$ cat src/logic/lcp_pkg.sv
// lcp_pkg: register map, field positions, reset values and divider figures
// for the lcd clock and segment pin select block.
// assumes an 8-bit processor data path with 16-bit addresses.
package lcp_pkg;

    // register addresses
    localparam logic [15:0] ADDR_KEY_RETURN_MODE  = 16'hff6e;
    localparam logic [15:0] ADDR_UART_TX_PIN_FUNC = 16'hff20;
    localparam logic [15:0] ADDR_LCD_CLOCK_CTRL   = 16'hffb2;
    localparam logic [15:0] ADDR_SEG_PIN_SEL_LOW  = 16'hffb5;
    localparam logic [15:0] ADDR_SEG_GROUP_SEL    = 16'hffb6;

    // reset values
    localparam logic [7:0] RST_KEY_RETURN_MODE  = 8'h00;
    localparam logic [7:0] RST_UART_TX_PIN_FUNC = 8'h00;
    localparam logic [7:0] RST_LCD_CLOCK_CTRL   = 8'h00;
    localparam logic [7:0] RST_SEG_PIN_SEL_LOW  = 8'h00;
    localparam logic [7:0] RST_SEG_GROUP_SEL    = 8'h00;

    // writable bit masks; other bits read as zero
    localparam logic [7:0] WMASK_UART_TX_PIN_FUNC = 8'h08;
    localparam logic [7:0] WMASK_LCD_CLOCK_CTRL   = 8'h77;
    localparam logic [7:0] WMASK_SEG_GROUP_SEL    = 8'h7f;
    localparam logic [7:0] WMASK_FULL             = 8'hff;
    localparam logic [7:0] WMASK_SMALL_PIN_SEL    = 8'hfc;

    // field positions
    localparam int SHARED_PIN_FUNC_POS = 3;
    localparam int SRC_SEL_LSB         = 4;
    localparam int LCD_DIV_SEL_LSB     = 0;

    // source clock select codes
    localparam logic [2:0] SRC_SUB_OSC   = 3'h0;
    localparam logic [2:0] SRC_PERIPH_6  = 3'h1;
    localparam logic [2:0] SRC_PERIPH_7  = 3'h2;
    localparam logic [2:0] SRC_PERIPH_8  = 3'h3;
    localparam logic [2:0] SRC_LOW_SPEED = 3'h4;

    // divider exponents (divide by two to the power given)
    localparam logic [3:0] PERIPH_EXP_BASE = 4'h6;
    localparam logic [3:0] LOW_SPEED_EXP   = 4'h3;
    localparam logic [3:0] LCD_EXP_BASE    = 4'h4;
    localparam logic [2:0] LCD_SEL_MAX     = 3'h5;

    // counter widths for the dividers
    localparam int PERIPH_CNT_W    = 8;
    localparam int LOW_SPEED_CNT_W = 3;
    localparam int LCD_CNT_W       = 9;

endpackage : lcp_pkg

$ cat src/logic/lcp_pow2_div.sv
// lcp_pow2_div: free-running power-of-two prefix divider on clock enables.
// assumes tick_in is a one-cycle enable in the core_clk domain.
`timescale 1ns/100ps
module lcp_pow2_div #(
    parameter int CNT_W = 9
) (
    input  wire logic             core_clk,
    input  wire logic             rst_n,
    input  wire logic             tick_in,
    input  wire logic [3:0]       exp_req,
    input  wire logic             exp_ok,
    output logic                  tick_out
);

    generate
        if (CNT_W < 1 || CNT_W > 15) begin : g_bad_width
            $error("lcp_pow2_div: CNT_W must be 1 to 15");
        end
    endgenerate

    logic [CNT_W-1:0] cnt;
    logic [3:0]       exp_act;
    logic             ok_act;
    logic [CNT_W-1:0] mask;
    logic             wrap;

    // mask of the low exp_act bits; a full prefix of ones ends a period
    assign mask = CNT_W'((16'h0001 << exp_act) - 16'h0001);
    assign wrap = tick_in && ((cnt & mask) == mask);

    // free-running count, never reloaded, so a new divide ratio shares phase
    always_ff @(posedge core_clk) begin
        if (!rst_n) begin
            cnt <= '0;
        end else if (tick_in) begin
            cnt <= cnt + CNT_W'(1);
        end
    end

    // a changed selection takes hold at the end of the running period, or at once while the output is stopped
    always_ff @(posedge core_clk) begin
        if (!rst_n) begin
            exp_act <= 4'h0;
            ok_act  <= 1'b0;
        end else if (wrap || !ok_act) begin
            exp_act <= exp_req;
            ok_act  <= exp_ok;
        end
    end

    // one-cycle enable out; a prohibited code stops the output
    always_ff @(posedge core_clk) begin
        if (!rst_n) begin
            tick_out <= 1'b0;
        end else begin
            tick_out <= wrap && ok_act;
        end
    end

endmodule : lcp_pow2_div

$ cat src/logic/lcp_pin_select.sv
// lcp_pin_select: lcd source clock and lcd clock selection, frame tick,
// segment pin selection, shared uart transmit pin routing and key return mode.
// assumes the processor writes bytes or single bits through the cpu_* port,
// and that the oscillator clocks and pin input are asynchronous levels.
`timescale 1ns/100ps

//////////////////////////////////////////////////////////////////////////////
// Function
// - source clock: sub oscillator, peripheral clock /64,/128,/256, low speed osc /8
// - lcd clock is source divided by 16 up to 512 per 3-bit code
// - shared pin function bit routes pin to general use or uart transmit
// - each pin select bit, bar bits 0 and 1 on the small variant, makes its pin port (0) or segment output (1)
// - group select bits switch whole port groups to segment outputs
// - key return mode bits mark pins as key scan inputs
// - reset clears pin function, group select and key return mode registers
// - registers take single-bit and whole-byte writes without disturbing others
// - frame rate follows lcd clock and number of time slices
module lcp_pin_select #(
    parameter bit SMALL_VARIANT = 1'b0
) (
    input  wire logic        core_clk,
    input  wire logic        rst_n,
    // processor register port
    input  wire logic [15:0] cpu_addr,
    input  wire logic        cpu_byte_we,
    input  wire logic [7:0]  cpu_wdata,
    input  wire logic        cpu_bit_we,
    input  wire logic [2:0]  cpu_bit_sel,
    input  wire logic        cpu_bit_val,
    input  wire logic        cpu_rd,
    output logic [7:0]       cpu_rdata,
    output logic             cpu_rvalid,
    // clock sources
    input  wire logic        sub_oscillator_clock,
    input  wire logic        low_speed_osc_clock,
    // display mode from the lcd mode logic, lcd clock and frame tick out
    input  wire logic [3:0]  time_slices,
    input  wire logic        key_scan_on,
    output logic             lcd_div_clock,
    output logic             frame_tick,
    // shared key input / uart transmit pin
    input  wire logic        shared_pin_in,
    input  wire logic        port_out,
    input  wire logic        port_oe,
    input  wire logic        serial_out_line,
    input  wire logic        serial_out_en,
    input  wire logic        uart_a_transmit,
    input  wire logic        uart_b_transmit,
    output logic             shared_pin_out,
    output logic             shared_pin_oe,
    output logic             key_input_4,
    output logic             shared_pin_function_bit,
    // segment and key scan selections
    output logic [7:0]       pin_segment_select_bit,
    output logic [7:0]       group_segment_select_bit,
    output logic [7:0]       key_scan_input_sel
);

    // merge a byte or single-bit write into a register, keeping fixed bits zero
    function automatic logic [7:0] lcp_merge(
        input logic [7:0] cur,
        input logic       byte_we,
        input logic [7:0] wdata,
        input logic       bit_we,
        input logic [2:0] bsel,
        input logic       bval,
        input logic [7:0] wmask
    );
        logic [7:0] res;
        res = cur;
        if (byte_we) begin
            res = wdata;
        end else if (bit_we) begin
            res[bsel] = bval;
        end
        return res & wmask;
    endfunction : lcp_merge

    localparam logic [7:0] PIN_SEL_MASK = SMALL_VARIANT ? lcp_pkg::WMASK_SMALL_PIN_SEL
                                                        : lcp_pkg::WMASK_FULL;

    logic [7:0] uart_tx_pin_function;
    logic [7:0] lcd_clock_control;
    logic [7:0] segment_pin_select_low;
    logic [7:0] segment_group_select;
    logic [7:0] key_return_mode;

    logic       sel_pf;
    logic       sel_cc;
    logic       sel_ps;
    logic       sel_gs;
    logic       sel_kr;

    //////////////////////////////////////////////////////////////////////////
    // register file

    assign sel_pf = (cpu_addr == lcp_pkg::ADDR_UART_TX_PIN_FUNC);
    assign sel_cc = (cpu_addr == lcp_pkg::ADDR_LCD_CLOCK_CTRL);
    assign sel_ps = (cpu_addr == lcp_pkg::ADDR_SEG_PIN_SEL_LOW);
    assign sel_gs = (cpu_addr == lcp_pkg::ADDR_SEG_GROUP_SEL);
    assign sel_kr = (cpu_addr == lcp_pkg::ADDR_KEY_RETURN_MODE);

    // shared pin function register
    always_ff @(posedge core_clk) begin
        if (!rst_n) begin
            uart_tx_pin_function <= lcp_pkg::RST_UART_TX_PIN_FUNC;
        end else if (sel_pf) begin
            uart_tx_pin_function <= lcp_merge(uart_tx_pin_function, cpu_byte_we, cpu_wdata,
                cpu_bit_we, cpu_bit_sel, cpu_bit_val, lcp_pkg::WMASK_UART_TX_PIN_FUNC);
        end
    end

    // clock control; bits 3 and 7 are held at zero whatever is written
    always_ff @(posedge core_clk) begin
        if (!rst_n) begin
            lcd_clock_control <= lcp_pkg::RST_LCD_CLOCK_CTRL;
        end else if (sel_cc) begin
            lcd_clock_control <= lcp_merge(lcd_clock_control, cpu_byte_we, cpu_wdata,
                cpu_bit_we, cpu_bit_sel, cpu_bit_val, lcp_pkg::WMASK_LCD_CLOCK_CTRL);
        end
    end

    // per-pin segment select; low two bits fixed on the small variant
    always_ff @(posedge core_clk) begin
        if (!rst_n) begin
            segment_pin_select_low <= lcp_pkg::RST_SEG_PIN_SEL_LOW;
        end else if (sel_ps) begin
            segment_pin_select_low <= lcp_merge(segment_pin_select_low, cpu_byte_we,
                cpu_wdata, cpu_bit_we, cpu_bit_sel, cpu_bit_val, PIN_SEL_MASK);
        end
    end

    // group segment select; bit 7 has no group
    always_ff @(posedge core_clk) begin
        if (!rst_n) begin
            segment_group_select <= lcp_pkg::RST_SEG_GROUP_SEL;
        end else if (sel_gs) begin
            segment_group_select <= lcp_merge(segment_group_select, cpu_byte_we, cpu_wdata,
                cpu_bit_we, cpu_bit_sel, cpu_bit_val, lcp_pkg::WMASK_SEG_GROUP_SEL);
        end
    end

    // key return mode
    always_ff @(posedge core_clk) begin
        if (!rst_n) begin
            key_return_mode <= lcp_pkg::RST_KEY_RETURN_MODE;
        end else if (sel_kr) begin
            key_return_mode <= lcp_merge(key_return_mode, cpu_byte_we, cpu_wdata,
                cpu_bit_we, cpu_bit_sel, cpu_bit_val, lcp_pkg::WMASK_FULL);
        end
    end

    // read data one cycle after the strobe; unmapped addresses read zero
    always_ff @(posedge core_clk) begin
        if (!rst_n) begin
            cpu_rdata  <= 8'h00;
            cpu_rvalid <= 1'b0;
        end else begin
            cpu_rvalid <= cpu_rd;
            if (cpu_rd) begin
                cpu_rdata <= ({8{sel_pf}} & uart_tx_pin_function)
                           | ({8{sel_cc}} & lcd_clock_control)
                           | ({8{sel_ps}} & segment_pin_select_low)
                           | ({8{sel_gs}} & segment_group_select)
                           | ({8{sel_kr}} & key_return_mode);
            end
        end
    end

    //////////////////////////////////////////////////////////////////////////
    // oscillator and pin synchronisers

    logic [2:0] sub_sync;
    logic [2:0] low_sync;
    logic [1:0] pin_sync;

    // third stage only feeds edge detection; first stage feeds only the second
    always_ff @(posedge core_clk) begin
        if (!rst_n) begin
            sub_sync <= 3'h0;
            low_sync <= 3'h0;
            pin_sync <= 2'h3;
        end else begin
            sub_sync <= {sub_sync[1:0], sub_oscillator_clock};
            low_sync <= {low_sync[1:0], low_speed_osc_clock};
            pin_sync <= {pin_sync[0], shared_pin_in};
        end
    end

    logic sub_tick;
    logic low_tick;

    // rising edges of the slow oscillators become core_clk enables
    assign sub_tick = sub_sync[1] && !sub_sync[2];
    assign low_tick = low_sync[1] && !low_sync[2];

    //////////////////////////////////////////////////////////////////////////
    // lcd source clock and lcd clock

    logic [2:0] src_sel;
    logic [2:0] lcd_sel;
    logic       periph_tick;
    logic       low_div_tick;
    logic       src_tick;
    logic       periph_ok;
    logic [3:0] periph_exp;
    logic [3:0] lcd_exp;

    assign src_sel    = lcd_clock_control[lcp_pkg::SRC_SEL_LSB +: 3];
    assign lcd_sel    = lcd_clock_control[lcp_pkg::LCD_DIV_SEL_LSB +: 3];
    assign periph_ok  = (src_sel >= lcp_pkg::SRC_PERIPH_6) && (src_sel <= lcp_pkg::SRC_PERIPH_8);
    assign periph_exp = lcp_pkg::PERIPH_EXP_BASE + {1'b0, src_sel} - 4'h1;
    assign lcd_exp    = lcp_pkg::LCD_EXP_BASE + {1'b0, lcd_sel};

    // peripheral clock prescaler: divide by 64, 128 or 256
    lcp_pow2_div #(.CNT_W(lcp_pkg::PERIPH_CNT_W)) u_periph_div (
        .core_clk (core_clk),
        .rst_n    (rst_n),
        .tick_in  (1'b1),
        .exp_req  (periph_exp),
        .exp_ok   (periph_ok),
        .tick_out (periph_tick)
    );

    // low speed oscillator divided by 8
    lcp_pow2_div #(.CNT_W(lcp_pkg::LOW_SPEED_CNT_W)) u_low_div (
        .core_clk (core_clk),
        .rst_n    (rst_n),
        .tick_in  (low_tick),
        .exp_req  (lcp_pkg::LOW_SPEED_EXP),
        .exp_ok   (1'b1),
        .tick_out (low_div_tick)
    );

    // source select; prohibited codes stop the lcd clock rather than guess
    always_comb begin
        case (src_sel)
            lcp_pkg::SRC_SUB_OSC:   src_tick = sub_tick;
            lcp_pkg::SRC_PERIPH_6,
            lcp_pkg::SRC_PERIPH_7,
            lcp_pkg::SRC_PERIPH_8:  src_tick = periph_tick;
            lcp_pkg::SRC_LOW_SPEED: src_tick = low_div_tick;
            default:                src_tick = 1'b0;
        endcase
    end

    // lcd clock: source divided by 16 to 512
    lcp_pow2_div #(.CNT_W(lcp_pkg::LCD_CNT_W)) u_lcd_div (
        .core_clk (core_clk),
        .rst_n    (rst_n),
        .tick_in  (src_tick),
        .exp_req  (lcd_exp),
        .exp_ok   (lcd_sel <= lcp_pkg::LCD_SEL_MAX),
        .tick_out (lcd_div_clock)
    );

    //////////////////////////////////////////////////////////////////////////
    // frame tick

    logic [4:0] slice_cnt;
    logic [4:0] frame_len;

    // key scan adds slices+1 extra slices to every frame
    assign frame_len = key_scan_on ? ({1'b0, time_slices} << 1) + 5'h01
                                   : {1'b0, time_slices};

    always_ff @(posedge core_clk) begin
        if (!rst_n) begin
            slice_cnt  <= 5'h00;
            frame_tick <= 1'b0;
        end else begin
            frame_tick <= 1'b0;
            if (lcd_div_clock) begin
                if (slice_cnt + 5'h01 >= frame_len) begin
                    slice_cnt  <= 5'h00;
                    frame_tick <= 1'b1;
                end else begin
                    slice_cnt <= slice_cnt + 5'h01;
                end
            end
        end
    end

    //////////////////////////////////////////////////////////////////////////
    // pin routing

    assign shared_pin_function_bit = uart_tx_pin_function[lcp_pkg::SHARED_PIN_FUNC_POS];

    // shared pin: uart transmit when set, else serial out or general port
    always_comb begin
        if (shared_pin_function_bit) begin
            shared_pin_out = uart_a_transmit & uart_b_transmit;
            shared_pin_oe  = 1'b1;
        end else if (serial_out_en) begin
            shared_pin_out = serial_out_line;
            shared_pin_oe  = 1'b1;
        end else begin
            shared_pin_out = port_out;
            shared_pin_oe  = port_oe;
        end
    end

    // key input idles high while the pin carries uart data
    assign key_input_4 = shared_pin_function_bit ? 1'b1 : pin_sync[1];

    assign pin_segment_select_bit   = segment_pin_select_low;
    assign group_segment_select_bit = segment_group_select;

    // key return bits only claim pins while key scan runs
    assign key_scan_input_sel = key_scan_on ? key_return_mode : 8'h00;

endmodule : lcp_pin_select

$ cat config.mk
export PLATFORM = sky130hd
export DESIGN_NAME = lcp_pin_select
export DESIGN_NICKNAME = d
export VERILOG_FILES = /design/src/logic/lcp_pkg.sv /design/src/logic/lcp_pow2_div.sv /design/src/logic/lcp_pin_select.sv
export SDC_FILE = /design/constraint.sdc
export NUM_CORES = 1
export LEC_CHECK = 0
export ABC_AREA = 1
export BUFFER_PORTS_ARGS = -buffer_cell sky130_fd_sc_hd__clkbuf_2
export CORE_MARGIN = 3
export CORE_UTILIZATION = 56
export DETAILED_ROUTE_END_ITERATION = 7
export HOLD_SLACK_MARGIN = 0.12
export PLACE_DENSITY = 0.77
export SLEW_MARGIN = 20
export SYNTH_ARGS = -nofsm -noshare
export SYNTH_HDL_FRONTEND = slang
export SYNTH_SLANG_ARGS = --single-unit
$ cat constraint.sdc
create_clock -name core_clk -period 2.1 [get_ports core_clk]
set_input_delay 0.21 -clock core_clk [delete_from_list [all_inputs] [get_ports core_clk]]
set_output_delay 0.21 -clock core_clk [all_outputs]
set_load 0.05 [all_outputs]
==> out/results.txt <==
status: finished clean
Buffers on Ports: 84
Critical Path RT: 2390 ps
Routed WL: 11700 um
Worst Tran Pin Value: 603 ps
Worst Setup End Kind: flip-flop
Worst Setup Start Kind: flip-flop
row cnt: 32
Hold Crit Class: in -> reg
area leader, netlist: dfxtp_1
placed cells: 868
slowest CP cell: dfxtp_2
leakage: 2.61 nW
Worst path depth: 10
Tot Pwr: 3.22 mW
Setup CP Type: reg -> reg
nets@finish: 843
vias in the first global route: 4421
cell area after layout: 5470 sq um
worst slack at placement: -10.8 ps
clk_lat worst skew: 360 ps
final setup violation count: 0
via count: 4702
Bufs and invs on worst path: 0
DP Area: 5210 sq um
HPWL after detailed placement: 8510 um
CTS tree: yes
# diodes: 0
GRT Resource Usage Total: 24.5%
total setup buffers inserted after CTS: 0
H-tree levels: 3
Post-Syn Area: 4700 sq um
clock root cell: clkbuf_8
Final period util: 95.8%
Wirelength per Cell: 13.2 um
Vias/cell: 5.30
Max IR drop VDD: 0.454 mV
Netlist cell types: 45
endpoints failing hold: 0
drt first-iter violations: 210
Routability Congestion: 0.921
Crit path max-delay family: simple AND/OR/NAND/NOR gates
Reg2Reg Depth: 10
Synth top cells by count: nand2_1, inv_1, dfxtp_1, nor2_1, a21oi_1
die extent in x: 97.6 um
Arrival @ worst endpoint: 2300 ps
share of synthesized registers carrying an async set or reset: 0%
share of the synthesized area in the top cell type: 37.1%
fmax: 0.497 GHz
Residual DRC: 0
Synth Flop Type: dfxtp_1
Slew headroom: 59.6%
worst-path fanout max: 5
first-pass GRT wire length: 19600 um
die height: 97.6 um
Die ar.: 9520 sq um
cell count of the worst hold path: 4
critical path, cell by cell: ha_1 > nand3_1 > xnor2_2 > ha_4 > a21oi_2 > o21a_1 > nand3_2 > nor2_4 > nand2_1 > a21oi_1
CP max stage delay: 370 ps
core area: 7930 sq um
Clock Sinks: 87
part of the Yosys area used for sequential elements: 37.1%
YS warnings: 0
syn_nets: 757
Cells after Synth: 694
Cell Pwr Density: 588 nW/um^2
Initial Util: 59.3%
Area Growth Syn to Fin: 16.5%
layout cells sized above 1: 18.7%
Ports: 86
1st-pass router iterations: 5
clock period minus worst slack: 2010 ps
final slew viol count: 0
antenna violations before repair: 0
clock skew: 7.36 ps
largest net degree at the start of global routing: 54
total grt overflow: 0
non-filler cells, final: 887
Clk pin slew, worst setup/hold paths: 90 ps
CTS buffer count: 9
most frequent cell after synthesis: nand2_1
EDFF count, synth: 0
Routed Antenna Nets: 0
Synth area leaders: dfxtp_1, nand2_1, inv_1, a21oi_1, nor2_1
buffer depth of the longest clock path: 2
Final Worst Setup Slack: 87.5 ps
register bit total from synthesis: 87
Max-Cap Viols: 0
syn_area_per_cell: 6.77 sq um
## routing by layer
metal	share of wire, %	global-route usage [%]	wire [um]
met3	5.7	3.88	671
met5	0	0	0
met2	49	40.9	5680
met4	1.5	8.84	175
met1	44	32.0	5150
## logic make-up after synthesis
group | after synthesis | synth area share (%)
xor gates and xnor gates | 3 | 0.559
other | 1 | 0.0798
buffers and inverters | 120 | 10.1
DFF | 87 | 37.1
AOI/OAI and AO/OA | 131 | 15.7
adders and majority gates | 16 | 4.26
muxes | 2 | 0.426
and+or+nand+nor | 334 | 31.9
## repair_timing
| item | 4_1_cts | 5_1_grt |
|---|---|---|
| hold buffers | 3 | 0 |
| resized for setup | 1 | 9 |
| endpoints found under the setup margin | 4 | 12 |
| endpoints found under the hold margin | 3 | 0 |
| pin swaps | 0 | 2 |
## path summary, 6_finish.rpt
check	slack (ps)	end	start
setup / recovery	90	slice_cnt[3]	slice_cnt[0]
setup reg to reg	90	slice_cnt[3]	slice_cnt[0]
hold reg to reg	420	low_sync[1]	low_sync[0]
hold / removal	240	group_segment_select_bit[3]	cpu_addr[3]
## metrics by stage
step                      TNS, ps  util [%]  hold WS [ps]
final                           0      69.0           237
after global routing        -61.7      69.0           255
after CTS                       0      68.5           225
after detailed placement    -19.8      65.7           396
after global placement          0      65.7           390
after floorplan                 0         -           308
## layout by cell type, fill, tap and decap left out, types with 8 or more instances in the layout
cell type,synthesis,layout
nand2_1,137,136
inv_1,99,99
dfxtp_1,87,85
clkbuf_2,0,84
nor2_1,83,82
a21oi_1,63,62
nand3_1,60,59
o21ai_0,34,34
nor3_1,19,19
ha_1,16,15
clkbuf_8,0,9
nor2_2,9,8
## worst reg2reg max path, cell delays in order (launching register included)
cell,delay (ps)
dfxtp_2,370
ha_1,190
nand3_1,130
xnor2_2,220
ha_4,250
a21oi_2,140
o21a_1,160
nand3_2,110
nor2_4,180
nand2_1,70
a21oi_1,130
## report_power, final
part	switching (mW)	leakage (nW)	internal, mW
Clock	0.669	0.0892	0.452
Sequential	0.0201	0.708	1.68
Combinational	0.268	1.81	0.130
Total	0.957	2.61	2.26
## flip-flops by register name, indices dropped and copies added, names as in the netlist, 4 cells and up
name / cells
u_lcd_div.exp_act: 4
cpu_rdata: 8
u_lcd_div.cnt: 9
key_return_mode: 8
u_periph_div.exp_act: 4
pin_segment_select_bit: 8
u_periph_div.cnt: 8
slice_cnt: 5
group_segment_select_bit: 7
lcd_clock_control: 6
## layout make-up
| type | instances | area, sq um |
|---|---|---|
| multi-input combinational | 487 | 2530 |
| fill | 717 | 2450 |
| sequential | 87 | 1740 |
| timing repair buffer | 94 | 503 |
| inverter | 101 | 380 |
| tap | 102 | 128 |
| clock buffer | 9 | 124 |
| clock inverter | 7 | 66.3 |
(Power assumes the default switching activity.)
